## config.mk

```make
export PLATFORM = sky130hd
export DESIGN_NAME = cmc_console
export DESIGN_NICKNAME = d
export VERILOG_FILES = /design/src/rtl/cmc_pkg.sv /design/src/rtl/cmc_console.sv
export VERILOG_INCLUDE_DIRS = /design/src /design/src/rtl
export SDC_FILE = /design/constraint.sdc
export NUM_CORES = 1
export LEC_CHECK = 0
export BUFFER_PORTS_ARGS = -buffer_cell sky130_fd_sc_hd__buf_4
export CORE_MARGIN = 5
export CORE_UTILIZATION = 45
export CTS_BUF_LIST = sky130_fd_sc_hd__clkbuf_8 sky130_fd_sc_hd__clkbuf_16
export CTS_CLUSTER_DIAMETER = 50
export CTS_CLUSTER_SIZE = 25
export DETAILED_ROUTE_END_ITERATION = 8
export GPL_ROUTABILITY_DRIVEN = 0
export HOLD_SLACK_MARGIN = 0.02
export PLACE_DENSITY = 0.78
export SLEW_MARGIN = 15
export SYNTH_ARGS = -nofsm -noshare
export SYNTH_HDL_FRONTEND = slang
export SYNTH_SLANG_ARGS = --single-unit
```

## constraint.sdc

```tcl
create_clock -name CLK_IN -period 3.05 [get_ports CLK_IN]
set_input_delay 0.61 -clock CLK_IN [delete_from_list [all_inputs] [get_ports CLK_IN]]
set_output_delay 0.61 -clock CLK_IN [all_outputs]
set_load 0.01 [all_outputs]
```

## src/rtl/cmc_map.svh

```systemverilog
// console manual control: offsets, field positions, reset values, timing counts
// assumes a 100 MHz processor clock; all times are converted to cycle counts here
`ifndef CMC_MAP_SVH
`define CMC_MAP_SVH
`define CMC_CLK_MHZ          100
`define CMC_T_SS1_NS         1000
`define CMC_T_SS20_MS        20
`define CMC_T_SS350_US       350
`define CMC_T_PULSE_NS       200
`define CMC_T_SLOW_MS        104
`define CMC_T_FAST_MS        24
`define CMC_CYC_SS1          ((`CMC_T_SS1_NS * `CMC_CLK_MHZ + 999) / 1000)
`define CMC_CYC_SS20         (`CMC_T_SS20_MS * 1000 * `CMC_CLK_MHZ)
`define CMC_CYC_SS350        (`CMC_T_SS350_US * `CMC_CLK_MHZ)
`define CMC_CYC_PULSE        ((`CMC_T_PULSE_NS * `CMC_CLK_MHZ + 999) / 1000)
`define CMC_CYC_SLOW         (`CMC_T_SLOW_MS * 1000 * `CMC_CLK_MHZ)
`define CMC_CYC_FAST         (`CMC_T_FAST_MS * 1000 * `CMC_CLK_MHZ)
`define CMC_LOAD_WORDS       15'h0003
`define CMC_LOAD_TAPE_UNIT   4'h1
`define CMC_RESUME_ADDR      15'h0001
`define CMC_CW_ADDR          15'h0000
`define CMC_ADDR_LSB         0
`define CMC_ADDR_MSB         14
`define CMC_TAG_LSB          15
`define CMC_TAG_MSB          17
`define CMC_CLR_LSB          15
`define CMC_CLR_MSB          34
`endif

```

## src/rtl/cmc_pkg.sv

```systemverilog
// console manual control: types shared by the design
// assumes cmc_map.svh supplies numeric constants
package cmc_pkg;
	typedef enum logic [2:0] {
		KEY_NONE,
		KEY_DEA,
		KEY_SSTEP,
		KEY_MSTEP,
		KEY_ENTMQ,
		KEY_ENTINS,
		KEY_LCARD,
		KEY_LTAPE
	} cmc_key_t;
	typedef enum logic [2:0] {
		DB_IDLE,
		DB_SS1,
		DB_SS20,
		DB_SS350,
		DB_PULSE,
		DB_WAIT_REL
	} cmc_db_t;
	typedef enum logic [1:0] {
		RUN_IDLE,
		RUN_BUSY,
		RUN_IO,
		RUN_GAP
	} cmc_run_t;
endpackage

```

## src/rtl/cmc_console.sv

```systemverilog
// console manual control: debounce, key dispatch, stepping, loads, sense, cycle lamps
// assumes the processor sequencer answers each execute request with a done pulse
`include "cmc_map.svh"
`timescale 1ns/1ps
`default_nettype none
module cmc_console #(
	parameter int TIME_DIV = 1
) (
	// clock and reset
	input  wire logic        CLK_IN,
	input  wire logic        RST_B_IN,
	// operator keys and switches (pins, asynchronous)
	input  wire logic [6:0]  KEYS_IN,
	input  wire logic        MANUAL_IN,
	input  wire logic        CONT_ENTER_IN,
	input  wire logic        FAST_IN,
	input  wire logic        DISP_IND_IN,
	input  wire logic [35:0] ENTRY_IN,
	input  wire logic [5:0]  SENSE_SW_IN,
	// sequencer side
	input  wire logic        PROG_STOP_IN,
	input  wire logic        EXEC_DONE_IN,
	input  wire logic        HALT_IN,
	input  wire logic        IO_BUSY_IN,
	input  wire logic [14:0] INDEX_IN,
	input  wire logic [35:0] SR_IN,
	input  wire logic        LAMP_SET_IN,
	input  wire logic        LAMP_CLR_IN,
	input  wire logic [1:0]  LAMP_SEL_IN,
	input  wire logic        SENSE_TEST_IN,
	input  wire logic        SENSE_SW_SEL_IN,
	input  wire logic [2:0]  SENSE_IDX_IN,
	input  wire logic [3:0]  CYCLE_REQ_IN,
	// outputs
	output logic             EXEC_REQ_OUT,
	output logic             EXEC_ENTRY_OUT,
	output logic [35:0]      EXEC_WORD_OUT,
	output logic             SR_LOAD_OUT,
	output logic [35:0]      SR_OUT,
	output logic             MQ_LOAD_OUT,
	output logic [35:0]      MQ_OUT,
	output logic             LOAD_RESET_OUT,
	output logic             LOAD_PULSE_OUT,
	output logic             LOAD_TAPE_OUT,
	output logic [3:0]       LOAD_UNIT_OUT,
	output logic [14:0]      LOAD_COUNT_OUT,
	output logic [14:0]      CPU_RESUME_OUT,
	output logic [14:0]      CHAN_CW_OUT,
	output logic             SKIP_OUT,
	output logic [3:0]       SENSE_LAMP_OUT,
	output logic [3:0]       CYCLE_LAMP_OUT,
	output logic             MULT_ERR_OUT,
	output logic             STOPPED_OUT
);
	typedef struct packed {
		logic [2:0][6:0]     key_s;
		logic [2:0]          man_s;
		logic [2:0]          ce_s;
		logic [2:0]          fast_s;
		logic [2:0]          di_s;
		logic [6:0]          keys;
		logic                man;
		cmc_pkg::cmc_db_t    db;
		logic [6:0]          db_key;
		logic [31:0]         tmr;
		logic                mct;
		cmc_pkg::cmc_run_t   run;
		logic                multi;
		logic                exec_req;
		logic                exec_entry;
		logic [35:0]         exec_word;
		logic                sr_load;
		logic [35:0]         sr;
		logic                mq_load;
		logic [35:0]         mq;
		logic                ld_reset;
		logic                ld_pulse;
		logic [7:0]          ld_cnt;
		logic [7:0]          lp_len;
		logic                ld_tape;
		logic [3:0]          ld_unit;
		logic [14:0]         ld_count;
		logic [14:0]         cpu_resume;
		logic [14:0]         chan_cw;
		logic                skip;
		logic [3:0]          lamps;
		logic [3:0]          cyc;
		logic                merr;
		logic                stopped;
	} cmc_state_t;

	cmc_state_t s_q;
	cmc_state_t s_d;

	// a change counts once the second and third stages agree
	function automatic logic settle(input logic [2:0] sh, input logic old);
		settle = (sh[1] == sh[2]) ? sh[2] : old;
	endfunction

	// debounce and gap timers divide by TIME_DIV so a bench can shorten them; 1 keeps the real timing
	function automatic logic [31:0] scaled(input int n);
		scaled = (n / TIME_DIV > 1) ? 32'(n / TIME_DIV) : 32'h0000_0001;
	endfunction

	function automatic logic [14:0] eff_addr(input logic [14:0] a, input logic [14:0] x);
		eff_addr = a + (~x + 15'h0001);
	endfunction

	logic [6:0] edge_k;
	logic       man_ok;
	logic       step_ok;
	logic       ms_ok;

	always_comb begin
		s_d = s_q;
		edge_k = '0;
		s_d.key_s = {s_q.key_s[1:0], KEYS_IN};
		s_d.man_s = {s_q.man_s[1:0], MANUAL_IN};
		s_d.ce_s = {s_q.ce_s[1:0], CONT_ENTER_IN};
		s_d.fast_s = {s_q.fast_s[1:0], FAST_IN};
		s_d.di_s = {s_q.di_s[1:0], DISP_IND_IN};
		for (int i = 0; i < 7; i++) begin
			s_d.keys[i] = settle({s_q.key_s[2][i], s_q.key_s[1][i], 1'b0}, s_q.keys[i]);
		end
		s_d.man = settle(s_q.man_s, s_q.man);
		s_d.exec_req = 1'b0;
		s_d.sr_load = 1'b0;
		s_d.mq_load = 1'b0;
		s_d.ld_reset = 1'b0;
		s_d.skip = 1'b0;
		s_d.mct = 1'b0;
		man_ok = s_q.man;
		step_ok = man_ok && !PROG_STOP_IN;
		ms_ok = man_ok && PROG_STOP_IN;
		// timed pulse chain per press
		case (s_q.db)
			cmc_pkg::DB_IDLE: begin
				if (s_q.keys != 7'h00) begin
					s_d.db = cmc_pkg::DB_SS1;
					s_d.db_key = s_q.keys;
					s_d.tmr = scaled(`CMC_CYC_SS1);
				end
			end
			cmc_pkg::DB_SS1, cmc_pkg::DB_SS20, cmc_pkg::DB_SS350, cmc_pkg::DB_PULSE: begin
				if (s_q.tmr > 32'h0000_0001) begin
					s_d.tmr = s_q.tmr - 32'h0000_0001;
				end else if (s_q.db == cmc_pkg::DB_SS1) begin
					s_d.db = cmc_pkg::DB_SS20;
					s_d.tmr = scaled(`CMC_CYC_SS20);
				end else if (s_q.db == cmc_pkg::DB_SS20) begin
					s_d.db = cmc_pkg::DB_SS350;
					s_d.tmr = scaled(`CMC_CYC_SS350);
				end else if (s_q.db == cmc_pkg::DB_SS350) begin
					s_d.db = cmc_pkg::DB_PULSE;
					s_d.tmr = scaled(`CMC_CYC_PULSE);
				end else begin
					s_d.db = cmc_pkg::DB_WAIT_REL;
					s_d.mct = 1'b1;
				end
			end
			cmc_pkg::DB_WAIT_REL: begin
				if (s_q.keys == 7'h00) begin
					s_d.db = cmc_pkg::DB_IDLE;
				end
			end
			default: s_d.db = cmc_pkg::DB_IDLE;
		endcase
		if (s_q.mct) begin
			edge_k = s_q.db_key;
		end
		// key dispatch; a key out of its status is dropped entirely
		if (s_q.run == cmc_pkg::RUN_IDLE && !s_q.ld_pulse) begin
			if (edge_k[0] && man_ok) begin
				s_d.sr = {SR_IN[35], 20'h0_0000,
					eff_addr(SR_IN[`CMC_ADDR_MSB:`CMC_ADDR_LSB], INDEX_IN)};
				s_d.sr_load = 1'b1;
			end else if (edge_k[1] && step_ok) begin
				s_d.run = cmc_pkg::RUN_BUSY;
				s_d.exec_req = 1'b1;
				s_d.exec_entry = s_q.ce_s[2] & s_q.ce_s[1];
				s_d.exec_word = ENTRY_IN;
				s_d.multi = 1'b0;
			end else if (edge_k[2] && ms_ok) begin
				s_d.run = cmc_pkg::RUN_BUSY;
				s_d.exec_req = 1'b1;
				s_d.exec_entry = s_q.ce_s[2] & s_q.ce_s[1];
				s_d.exec_word = ENTRY_IN;
				s_d.multi = 1'b1;
			end else if (edge_k[3] && man_ok) begin
				s_d.mq = ENTRY_IN;
				s_d.mq_load = 1'b1;
			end else if (edge_k[4] && man_ok) begin
				s_d.run = cmc_pkg::RUN_BUSY;
				s_d.exec_req = 1'b1;
				s_d.exec_entry = 1'b1;
				s_d.exec_word = ENTRY_IN;
				s_d.multi = 1'b0;
			end else if (edge_k[5] || edge_k[6]) begin
				s_d.ld_reset = 1'b1;
				s_d.ld_pulse = 1'b1;
				s_d.ld_cnt = 8'(`CMC_CYC_SS1);
				s_d.ld_tape = edge_k[6];
				s_d.ld_unit = edge_k[6] ? `CMC_LOAD_TAPE_UNIT : 4'h0;
				s_d.ld_count = `CMC_LOAD_WORDS;
				s_d.cpu_resume = `CMC_RESUME_ADDR;
				s_d.chan_cw = `CMC_CW_ADDR;
			end
		end
		s_d.lp_len = s_q.ld_pulse ? s_q.lp_len + 8'h01 : 8'h00;
		if (s_q.ld_pulse) begin
			s_d.ld_cnt = s_q.ld_cnt - 8'h01;
			if (s_q.ld_cnt == 8'h01) begin
				s_d.ld_pulse = 1'b0;
			end
		end
		// stepping sequencer
		case (s_q.run)
			cmc_pkg::RUN_IDLE: ;
			cmc_pkg::RUN_BUSY: begin
				if (EXEC_DONE_IN) begin
					if (IO_BUSY_IN) begin
						s_d.run = cmc_pkg::RUN_IO;
						s_d.exec_req = 1'b1;
						s_d.exec_entry = 1'b0;
					end else if (s_q.multi && !HALT_IN && s_q.keys[2]) begin
						s_d.run = cmc_pkg::RUN_GAP;
						s_d.tmr = (s_q.fast_s[2] & s_q.fast_s[1]) ? scaled(`CMC_CYC_FAST)
							: scaled(`CMC_CYC_SLOW);
					end else begin
						s_d.run = cmc_pkg::RUN_IDLE;
					end
				end
			end
			cmc_pkg::RUN_IO: begin
				if (EXEC_DONE_IN) begin
					if (IO_BUSY_IN) begin
						s_d.exec_req = 1'b1;
					end else begin
						s_d.run = cmc_pkg::RUN_IDLE;
					end
				end
			end
			cmc_pkg::RUN_GAP: begin
				if (!s_q.keys[2] || !s_q.man) begin
					s_d.run = cmc_pkg::RUN_IDLE;
				end else if (s_q.tmr > 32'h0000_0001) begin
					s_d.tmr = s_q.tmr - 32'h0000_0001;
				end else begin
					s_d.run = cmc_pkg::RUN_BUSY;
					s_d.exec_req = 1'b1;
				end
			end
			default: s_d.run = cmc_pkg::RUN_IDLE;
		endcase
		// sense lamps and switches
		if (LAMP_SET_IN) begin
			s_d.lamps[LAMP_SEL_IN] = 1'b1;
		end else if (LAMP_CLR_IN) begin
			s_d.lamps[LAMP_SEL_IN] = 1'b0;
		end
		if (SENSE_TEST_IN) begin
			s_d.skip = SENSE_SW_SEL_IN ? (SENSE_IDX_IN < 3'h6 && SENSE_SW_IN[SENSE_IDX_IN])
				: s_q.lamps[SENSE_IDX_IN[1:0]];
		end
		if (settle(s_q.di_s, 1'b0) && !s_d.sr_load) begin
			s_d.sr = {32'h0000_0000, s_q.lamps};
			s_d.sr_load = 1'b1;
		end
		s_d.cyc = CYCLE_REQ_IN;
		s_d.merr = ($countones(CYCLE_REQ_IN) > 1) && (CYCLE_REQ_IN != 4'b1100);
		s_d.stopped = s_q.man && (s_d.run == cmc_pkg::RUN_IDLE);
	end

	always_ff @(posedge CLK_IN) begin
		if (!RST_B_IN) begin
			s_q <= '0;
		end else begin
			s_q <= s_d;
		end
	end

	assign EXEC_REQ_OUT = s_q.exec_req;
	assign EXEC_ENTRY_OUT = s_q.exec_entry;
	assign EXEC_WORD_OUT = s_q.exec_word;
	assign SR_LOAD_OUT = s_q.sr_load;
	assign SR_OUT = s_q.sr;
	assign MQ_LOAD_OUT = s_q.mq_load;
	assign MQ_OUT = s_q.mq;
	assign LOAD_RESET_OUT = s_q.ld_reset;
	assign LOAD_PULSE_OUT = s_q.ld_pulse;
	assign LOAD_TAPE_OUT = s_q.ld_tape;
	assign LOAD_UNIT_OUT = s_q.ld_unit;
	assign LOAD_COUNT_OUT = s_q.ld_count;
	assign CPU_RESUME_OUT = s_q.cpu_resume;
	assign CHAN_CW_OUT = s_q.chan_cw;
	assign SKIP_OUT = s_q.skip;
	assign SENSE_LAMP_OUT = s_q.lamps;
	assign CYCLE_LAMP_OUT = s_q.cyc;
	assign MULT_ERR_OUT = s_q.merr;
	assign STOPPED_OUT = s_q.stopped;

	a_mq_manual_only: assert property (@(posedge CLK_IN) disable iff (!RST_B_IN)
		MQ_LOAD_OUT |-> $past(s_q.man)) else $error("quotient load outside manual");
	a_step_gate: assert property (@(posedge CLK_IN) disable iff (!RST_B_IN)
		(s_q.mct && s_q.db_key[1] && (!s_q.man || PROG_STOP_IN) && s_q.run == cmc_pkg::RUN_IDLE)
		|=> !EXEC_REQ_OUT) else $error("step taken outside manual");
	a_ea_clear: assert property (@(posedge CLK_IN) disable iff (!RST_B_IN)
		(SR_LOAD_OUT && $past(s_q.mct)) |-> SR_OUT[34:15] == 20'h0_0000)
		else $error("positions not cleared");
	a_load_count: assert property (@(posedge CLK_IN) disable iff (!RST_B_IN)
		$rose(LOAD_RESET_OUT) |-> LOAD_COUNT_OUT == 15'h0003 && CPU_RESUME_OUT == 15'h0001)
		else $error("load setup wrong");
	a_load_pulse: assert property (@(posedge CLK_IN) disable iff (!RST_B_IN)
		$fell(LOAD_PULSE_OUT) |-> s_q.lp_len == 8'(`CMC_CYC_SS1))
		else $error("load pulse not one microsecond");
	a_merr_share: assert property (@(posedge CLK_IN) disable iff (!RST_B_IN)
		(CYCLE_REQ_IN == 4'b1100) |=> !MULT_ERR_OUT) else $error("share flagged");
	a_merr_double: assert property (@(posedge CLK_IN) disable iff (!RST_B_IN)
		(CYCLE_REQ_IN == 4'b0011) |=> MULT_ERR_OUT) else $error("double missed");
	a_io_runon: assert property (@(posedge CLK_IN) disable iff (!RST_B_IN)
		(s_q.run != cmc_pkg::RUN_IDLE && EXEC_DONE_IN && IO_BUSY_IN) |=> EXEC_REQ_OUT)
		else $error("stopped during io");
endmodule
`default_nettype wire

```

==> metrics, run 1 <==
Core ar.=between 20000 and 25000 um^2; placement row count=56; Post-synth EDFFs=0; non-filler cells, final=1782; Metal-1 WL=~12000 um; Detail Route met3 WL=2520 um; pwr/cell area=1190 nW/um^2; fin area=about 13000 um^2; Via Count=9490; capture point of the critical path=s_q[196]; DR top layer=met4; first-pass GRT wire length=43200 um; Die X=164 um; total power=0.0150 W; worst slew pin tran=0.949 ns; die area=27000 um^2; Starting Density=0.456; Synth async-reset ratio=0; Area growth syn-to-layout=17.3%; vias in the first global route=8796; IO Count=298; fin crit period=2.87 ns; Mapped Area=approximately 11000 um^2; Max Cap Violations=0; PostCTS Resize Cnt=0; Critical Path AT=3.28 ns; clock skew=0.0154 ns; Root Buffer=clkbuf_16; Mapped Cells=approximately 1.3k; Reg2Reg Launch Point=s_q[214]; Slew HR=0.360; leakage power=5.18 nW; Crit Path Class=reg -> reg; Setup crit start=s_q[214]; Synth Flop Type=dfxtp_1; detailed-route wire length per cell=15.6 um; max-slew violation count=0; post-route setup TNS=0 ns; Crit Path Max Fanout=11; die span in y=164 um; worst setup margin=0.183 ns; port buffer count=about 210; maximum buffer depth of the clock tree=3; DRC violations left=0; Ant. Diodes=0; Final Hold Fails=0; share of post-route cells with drive strength above 1=0.226; H-tree level count=1; Filler cells=2187; Vias/cell=around 5.3; met2 wire length=13100 um; clock sinks=~200; Critical Path RT=3.47 ns; drt total wl=between 20000 and 30000 um; R2R setup slack=0.18 ns; worst hold path type=in -> reg; Nets=1589; Synth top area share=0.378; pin count of the biggest net entering global routing=41; Avg Inst Size Synth=8.03 um^2; Synthesis Warnings=0; hold_buf cts=0; synthesized flop and latch total=about 200; Placement Cell Area=between 10000 and 15000 um^2; total CTS buffers=24; Clock Pin Slew Worst Setup and Hold Paths=0.07 ns; ANT nets after route=0; initial antenna violation count=0; outcome=complete, no violations; DRT iter0 DRCs=769; fmax=0.349 GHz; dpl cells=1738; Detailed Place HPWL=20200 um; post-synth top area cell=dfxtp_1; top post-synthesis cells by area=dfxtp_1 (38%), buf_4 (12%), nand2_1 (8.0%), a21oi_1 (7.9%), o21ai_0 (2.7%); maximum VDD drop=between 0.9 and 1 mV; Clk Latency, worst-skew pair=between 0.5 and 0.6 ns; Setup-failing EPs final=0; Setup Buffers After CTS=0; Pre-antenna DRT Iters=7; Unique masters post-synth=80; crit share post-route=0.940; register area share after synthesis=0.378; unrepaired setup endpoints after global routing=no; pre-CTS setup slack=between 0.2 and 0.25 ns; Reg2Reg Depth=8; nature of the critical path startpoint=flip-flop; Worst setup EP type=flip-flop; remaining global-route overflow=0; GRT Util Overall=0.193; TritonCTS clock tree=done; R2R Path End=s_q[196]
-- area by class of cell --
cell class | instances | area (um^2) | share of cell area
flip-flops and latches | 202 | 4040 | 0.322
well taps | 319 | 399 | 0.0318
multi-input cells | 936 | 5200 | 0.414
clock inverters | 19 | 264 | 0.0210
clock buffers | 25 | 626 | 0.0498
inverters | 30 | 115 | 0.00917
repair buffers | 251 | 1910 | 0.152
-- metrics by stage --
stage	hold slack [ns]	utilization
2_1_floorplan	0.412	-
3_3_place_gp	0.413	0.497
3_5_place_dp	0.417	0.497
4_1_cts	0.275	0.535
5_1_grt	0.282	0.535
6_report	0.291	0.535
-- logic make-up (layout without fill, tap and decap cells) --
kind of cell             after synthesis  after routing  synth area share
multiplexers                           9              9           0.00993
flip-flops                           202            202             0.378
AO/OA/AOI/OAI                        339            339             0.193
XOR/XNOR                              25             25            0.0204
AND/OR/NAND/NOR                      477            477             0.213
adder cells (fa/ha/maj)               21             21            0.0259
other                                  1             65          0.000350
buffers and inverters                260            325             0.159
-- where the power goes --
group	internal (W)	switching (W)
clock network	0.00171	0.00136
logic	0.00364	0.00516
registers	0.00283	0.000279
-- layout by cell type, fill, tap and decap left out, types with 10 or more instances in the layout --
master / n
nand3_1: 29
a211oi_1: 14
nor2_1: 63
a31oi_1: 14
nand2b_1: 11
o21ai_0: 58
ha_1: 19
nand2_1: 229
conb_1: 65
inv_1: 29
xor2_1: 10
xnor2_1: 15
a311oi_1: 12
a21oi_1: 168
or3_1: 14
nor3_1: 32
buf_4: 249
clkbuf_16: 25
and2_1: 36
dfxtp_1: 202
-- sequential cells by signal, indices dropped and copies added, names as in the netlist, 4 cells and up, named ones only --
name,cells
s_q,72
EXEC_WORD_OUT,36
MQ_OUT,36
s_d,22
SR_OUT,16
CYCLE_LAMP_OUT,4
-- cells in the mapped netlist (3+ instances only) --
library cell,n
a311oi_1,12
nor2b_1,6
a211o_1,3
a21oi_1,168
nand3_1,29
or2_2,4
buf_2,4
a21o_1,5
nor2_1,63
nor4_2,3
nand3b_1,6
dfxtp_1,202
mux2_2,3
nand4_1,4
and2_1,36
a2bb2oi_1,3
or4_1,5
o21ai_0,58
nand2b_1,11
o31ai_1,6
buf_6,5
nor3_1,32
o21a_1,6
or3_1,14
o211ai_1,5
ha_1,19
a31o_2,4
inv_1,30
clkbuf_1,46
mux2i_1,5
a211oi_1,14
nand2_1,229
o32ai_1,5
clkbuf_8,5
buf_4,167
nor4_1,8
o21ai_1,4
nor3b_1,5
xnor2_1,15
o2bb2ai_1,3
and3_1,8
a31oi_1,14
xor2_1,10
-- worst max-delay path: stages, from the launching register on --
cell	delay, ns
dfxtp_1	0.34
or4_1	0.63
or4_1	0.64
nor3_4	0.34
buf_12	0.18
nor3_1	0.05
a311oi_1	0.28
a211oi_1	0.09
a31o_1	0.22
-- layer usage --
layer  track usage  up-vias
met5             0        -
met4        0.0579        0
met3        0.0329       42
met2         0.327      412
met1         0.252     4420
li1              -     4616
-- worst min-delay path by stage --
stage	cells after the start	slack, ns	from	end
finish	2	0.29	KEYS_IN[2]	s_d[266]
global route	2	0.28	KEYS_IN[2]	s_d[266]
CTS	2	0.28	KEYS_IN[3]	s_d[267]
detailed placement	1	0.42	s_d[265]	s_d[272]
global placement	1	0.41	s_d[266]	s_d[273]
floorplan	1	0.41	s_d[246]	s_d[247]
Power figures use the tool's default switching activity.
==> run 2: changes to the inputs <==
--- a/config.mk
+++ b/config.mk
@@ -15,7 +15,7 @@
 export DETAILED_ROUTE_END_ITERATION = 8
 export GPL_ROUTABILITY_DRIVEN = 0
 export HOLD_SLACK_MARGIN = 0.02
-export PLACE_DENSITY = 0.78
+export PLACE_DENSITY = 0.81
 export SLEW_MARGIN = 15
 export SYNTH_ARGS = -nofsm -noshare
 export SYNTH_HDL_FRONTEND = slang
==> constraint.sdc (replaced) <==
create_clock -name CLK_IN -period 2.4 [get_ports CLK_IN]
set_input_delay 0.48 -clock CLK_IN [delete_from_list [all_inputs] [get_ports CLK_IN]]
set_output_delay 0.48 -clock CLK_IN [all_outputs]
set_load 0.01 [all_outputs]
==> metrics, run 2 (synthesis results as in run 1) <==
maximum VDD drop=1.70 mV; maximum buffer depth of the clock tree=3; Detailed Place HPWL=21400 um; remaining global-route overflow=0; die span in y=164 um; Clk pwr share=0.157; Placement Cell Area=12200 um^2; R2R setup slack=-0.15 ns; DRC violations left=0; max reg flops=between 70 and 80; share of post-route cells with drive strength above 1=0.293; Reg2Reg Launch Point=s_q[212]; Switching Share=0.452; placement row count=56; Vias/cell=~5.4; vias in the first global route=around 9.4k; Slew HR=0.424; crit share post-route=1.06; pwr/cell area=1750 nW/um^2; worst setup margin=-0.154 ns; port buffer count=212; Ant. Diodes=0; Comb pwr share=0.678; Worst setup EP type=flip-flop; Clock Pin Slew Worst Setup and Hold Paths=~0.070 ns; Setup-failing EPs final=27; Crit Path Max Fanout=5; pin count of the biggest net entering global routing=52; Max Cap Violations=0; worst hold path type=in -> reg; initial antenna violation count=0; leading cell types in the layout, fill and taps excluded=buf_4 (317), nand2_1 (225), dfxtp_1 (199), a21oi_1 (162), conb_1 (65); unrepaired setup endpoints after global routing=yes; post-route setup TNS=-1.75 ns; total CTS buffers=24; nature of the critical path startpoint=flip-flop; worst slew pin tran=0.859 ns; drt total wl=30200 um; Die X=164 um; Starting Density=0.456; Final Hold Fails=0; outcome=finished with violations; IO Count=298; GRT Util Overall=0.202; leading cell type in the layout, fill and taps excluded=buf_4; Core ar.=roughly 23000 um^2; Nets=1668; clock sinks=202; leakage power=roughly 5.6 nW; ANT nets after route=0; final core occ=0.573; Pre-antenna DRT Iters=6; P_int=between 0.01 and 0.015 W; Reg2Reg Depth=9; Critical Path RT=2.80 ns; DRT iter0 DRCs=1036; Root Buffer=clkbuf_16; R2R Path End=s_q[225]; fin area=13400 um^2; fin crit period=2.55 ns; hold path cells=2; first-pass GRT wire length=approximately 45000 um; hold_buf cts=0; violated checks=setup timing; H-tree level count=1; max-slew violation count=0; HP Start=FAST_IN; pre-CTS setup slack=-0.233 ns; fmax=0.392 GHz; part of the power in registers=0.165; Crit Path Class=reg -> reg; Net Sw Power=0.0106 W; Clk Latency, worst-skew pair=0.53 ns; die area=27000 um^2; Most flops, register=s_q; Hold Path End=s_d[249]; Via Count=around 10k; total power=0.0235 W; clock skew=0.0214 ns; detailed-route wire length per cell=about 16 um; Critical Path AT=2.96 ns; TritonCTS clock tree=done; Area growth syn-to-layout=25.5%
## run 2: worst max-delay path, stage by stage (launching register included)
cell and delay, ns:
dfxtp_1 0.31, or4_4 0.56, or4_4 0.49, buf_6 0.15, o31ai_4 0.27, buf_6 0.20, buf_4 0.12, a311oi_2 0.11
o21ai_1 0.14, a31oi_1 0.07
## run 2: metrics by stage
step / instances / hold WS, ns
CTS: 1858 / 0.140
detailed placement: 1806 / 0.418
finish: 1861 / 0.152
floorplan: 1398 / 0.412
global placement: 1806 / 0.415
global route: 1861 / 0.144
## run 2: power by group through the flow
stage	Sequential [W]	Combinational, W	Clock (W)
final	0.00388	0.0159	0.00368
after global routing	0.00391	0.0170	0.00390
after CTS	0.00385	0.0143	0.00375
after detailed placement	0.00391	0.0126	0
after global placement	0.00390	0.0123	0
after floorplan	0.00384	0.00785	0
## run 2: worst max path at each step
| stage | to | start | cells past startpoint |
|---|---|---|---|
| 3_3_place_gp | s_q[214] | s_q[214] | 8 |
| 2_1_floorplan | s_q[218] | s_q[217] | 10 |
| 3_5_place_dp | s_q[212] | s_q[214] | 8 |
| 4_1_cts | s_q[220] | s_q[212] | 7 |
| 5_1_grt | s_q[212] | s_q[212] | 8 |
| 6_report | s_q[225] | s_q[212] | 9 |
## run 2: layout make-up
cell class | count | area [um^2]
repair buffers | 330 | 2560
fillers | 2042 | 10000
clock inverters | 20 | 218
clock buffers | 24 | 601
inverters | 30 | 115
multi-input cells | 936 | 5500
flip-flops and latches | 202 | 4050
well taps | 319 | 399
## run 2: what timing repair did
action / 4_1_cts / 5_1_grt
hold endpoints to repair: 0 / 0
pin swaps: 14 / 27
buffers inserted: 8 / 4
gates resized for setup: 29 / 42
endpoints found under the setup margin: 35 / 35
## run 2: per-layer routing
metal	up-vias	GRT usage	wire length, um
li1	4776	-	-
met1	4570	0.251	11900
met2	538	0.336	14000
met3	106	0.0384	2970
met4	0	0.0949	1240
met5	-	0	0
==> run 3: changes to the inputs <==
--- a/config.mk
+++ b/config.mk
@@ -7,13 +7,12 @@
 export NUM_CORES = 1
 export LEC_CHECK = 0
 export BUFFER_PORTS_ARGS = -buffer_cell sky130_fd_sc_hd__buf_4
-export CORE_MARGIN = 5
+export CORE_MARGIN = 2
 export CORE_UTILIZATION = 45
 export CTS_BUF_LIST = sky130_fd_sc_hd__clkbuf_8 sky130_fd_sc_hd__clkbuf_16
 export CTS_CLUSTER_DIAMETER = 50
 export CTS_CLUSTER_SIZE = 25
 export DETAILED_ROUTE_END_ITERATION = 8
-export GPL_ROUTABILITY_DRIVEN = 0
 export HOLD_SLACK_MARGIN = 0.02
 export PLACE_DENSITY = 0.81
 export SLEW_MARGIN = 15
==> metrics, run 3 (synthesis results as in run 1) <==
worst hold path type=in -> reg; Critical Path Slowest Stage Cell=or4_4; area of the multi-input gates=5610 um^2; Most flops, register=s_q; Starting Density=0.458; detailed-route wire length per cell=between 15 and 20 um; crit share post-route=1.10; Critical Path RT=2.80 ns; Nets=around 1.7k; pwr/cell area=about 2000 nW/um^2; Setup-failing EPs final=30; Detailed Place HPWL=20800 um; Routability Congestion=0.980; IO Count=approximately 300; worst slew pin tran=slightly above 0.9 ns; die area=25100 um^2; clock sinks=202; pin count of the biggest net entering global routing=90; Die X=around 160 um; remaining global-route overflow=0; fmax=around 0.38 GHz; CP dominant cell by count=or4_4; dpl cells=roughly 1.8k; DRT iter0 DRCs=roughly 970; die span in y=~160 um; fin crit period=2.63 ns; share of post-route cells with drive strength above 1=0.315; Filler cells=2069; ANT nets after route=0; maximum buffer depth of the clock tree=3; Critical Path, Cell by Cell=or4_4 -> or4_4 -> nor3_4 -> buf_6 -> a2bb2oi_4 -> o21ai_2 -> a211oi_2 -> o22ai_1; vias in the first global route=9296; H-tree level count=1; DRC violations left=0; Clock Pin Slew Worst Setup and Hold Paths=0.07 ns; Via Count=10.1k; TritonCTS clock tree=done; Crit Path Max Fanout=7; Crit Path Class=reg -> reg; maximum VDD drop=1.78 mV; placement row count=56; total CTS buffers=25; register area=4050 um^2; unrepaired setup endpoints after global routing=yes; leading cell types in the layout, fill and taps excluded=buf_4 (327), nand2_1 (224), dfxtp_1 (200), a21oi_1 (159), conb_1 (65); nature of the critical path startpoint=flip-flop; Final Hold Fails=0; Slew HR=0.377; drt total wl=about 30000 um; outcome=finished with violations; violated checks=setup timing; port buffer count=212; Critical Path AT=3.03 ns; leading cell type in the layout, fill and taps excluded=buf_4; initial antenna violation count=1; Worst setup EP type=flip-flop; clock skew=0.0193 ns; Clk Latency, worst-skew pair=0.53 ns; CP max stage delay=0.56 ns; Core ar.=23400 um^2; Ant. Diodes=0; Root Buffer=clkbuf_16; final core occ=0.591; non-filler cells, final=1884; leakage power=5.82 nW; max reg flops=72; Pre-antenna DRT Iters=5; post-route setup TNS=-2.83 ns; max-slew violation count=0; Vias/cell=around 5.4; Max Cap Violations=0; worst setup margin=-0.230 ns; GRT Util Overall=0.224; Area growth syn-to-layout=29.1%; first-pass GRT wire length=45500 um
[run 3: power by group]
part           leakage (nW)  internal [W]  switching, W
combinational          3.75       0.00967        0.0100
sequential             1.64       0.00361      0.000233
clock                 0.427       0.00216       0.00173
total                  5.82        0.0154        0.0120
[run 3: layout make-up]
cell class | instances | area share
Clock buffer | 25 | 0.0452
Clock inverter | 21 | 0.0183
Timing Repair Buffer | 350 | 0.201
Tap cell | 319 | 0.0289
Inverter | 30 | 0.00832
Sequential cell | 202 | 0.293
Multi-Input combinational cell | 937 | 0.406
[run 3: timing repair]
| action | in CTS | in global routing |
|---|---|---|
| resized for setup | 61 | 43 |
| gates cloned | 3 | 0 |
| hold buffers | 0 | 0 |
| endpoints found under the hold margin | 0 | 0 |
| pin swaps | 12 | 22 |
| setup endpoints to repair | 34 | 34 |
| buffers inserted | 10 | 6 |
[run 3: final timing paths]
path | from | endpoint | slack (ns) | cells after the start
worst max-delay path | s_q[219] | s_q[214] | -0.23 | 8
worst min-delay path | KEYS_IN[1] | s_d[265] | 0.15 | 2
worst max register to register | s_q[219] | s_q[214] | -0.23 | 8
worst min register to register | s_d[255] | s_d[256] | 0.43 | 1
[run 3: worst max-delay path: cells and delay by family (launching register included)]
family / cells / cell delay (ns)
AOI/OAI and AO/OA: 4 / 0.71
and+or+nand+nor: 3 / 1.33
DFF: 1 / 0.32
buffers and inverters: 1 / 0.14
[run 3: metal layers]
layer | GRT usage | routed length (um)
met3 | 0.0433 | 2860
met1 | 0.277 | 11900
met4 | 0.0957 | 1070
met5 | 0 | 13
met2 | 0.383 | 14200
[run 3: through the flow]
| step | area, um^2 | hold slack [ns] | setup WS [ns] | power, W |
|---|---|---|---|---|
| 2_1_floorplan | 11000 | 0.412 | -0.226 | 0.0117 |
| 3_3_place_gp | 12300 | 0.418 | -0.194 | 0.0172 |
| 3_5_place_dp | 12300 | 0.417 | -0.217 | 0.0177 |
| 4_1_cts | 13600 | 0.133 | -0.105 | 0.0250 |
| 5_1_grt | 13800 | 0.138 | -0.251 | 0.0285 |
| 6_report | 13800 | 0.152 | -0.230 | 0.0274 |
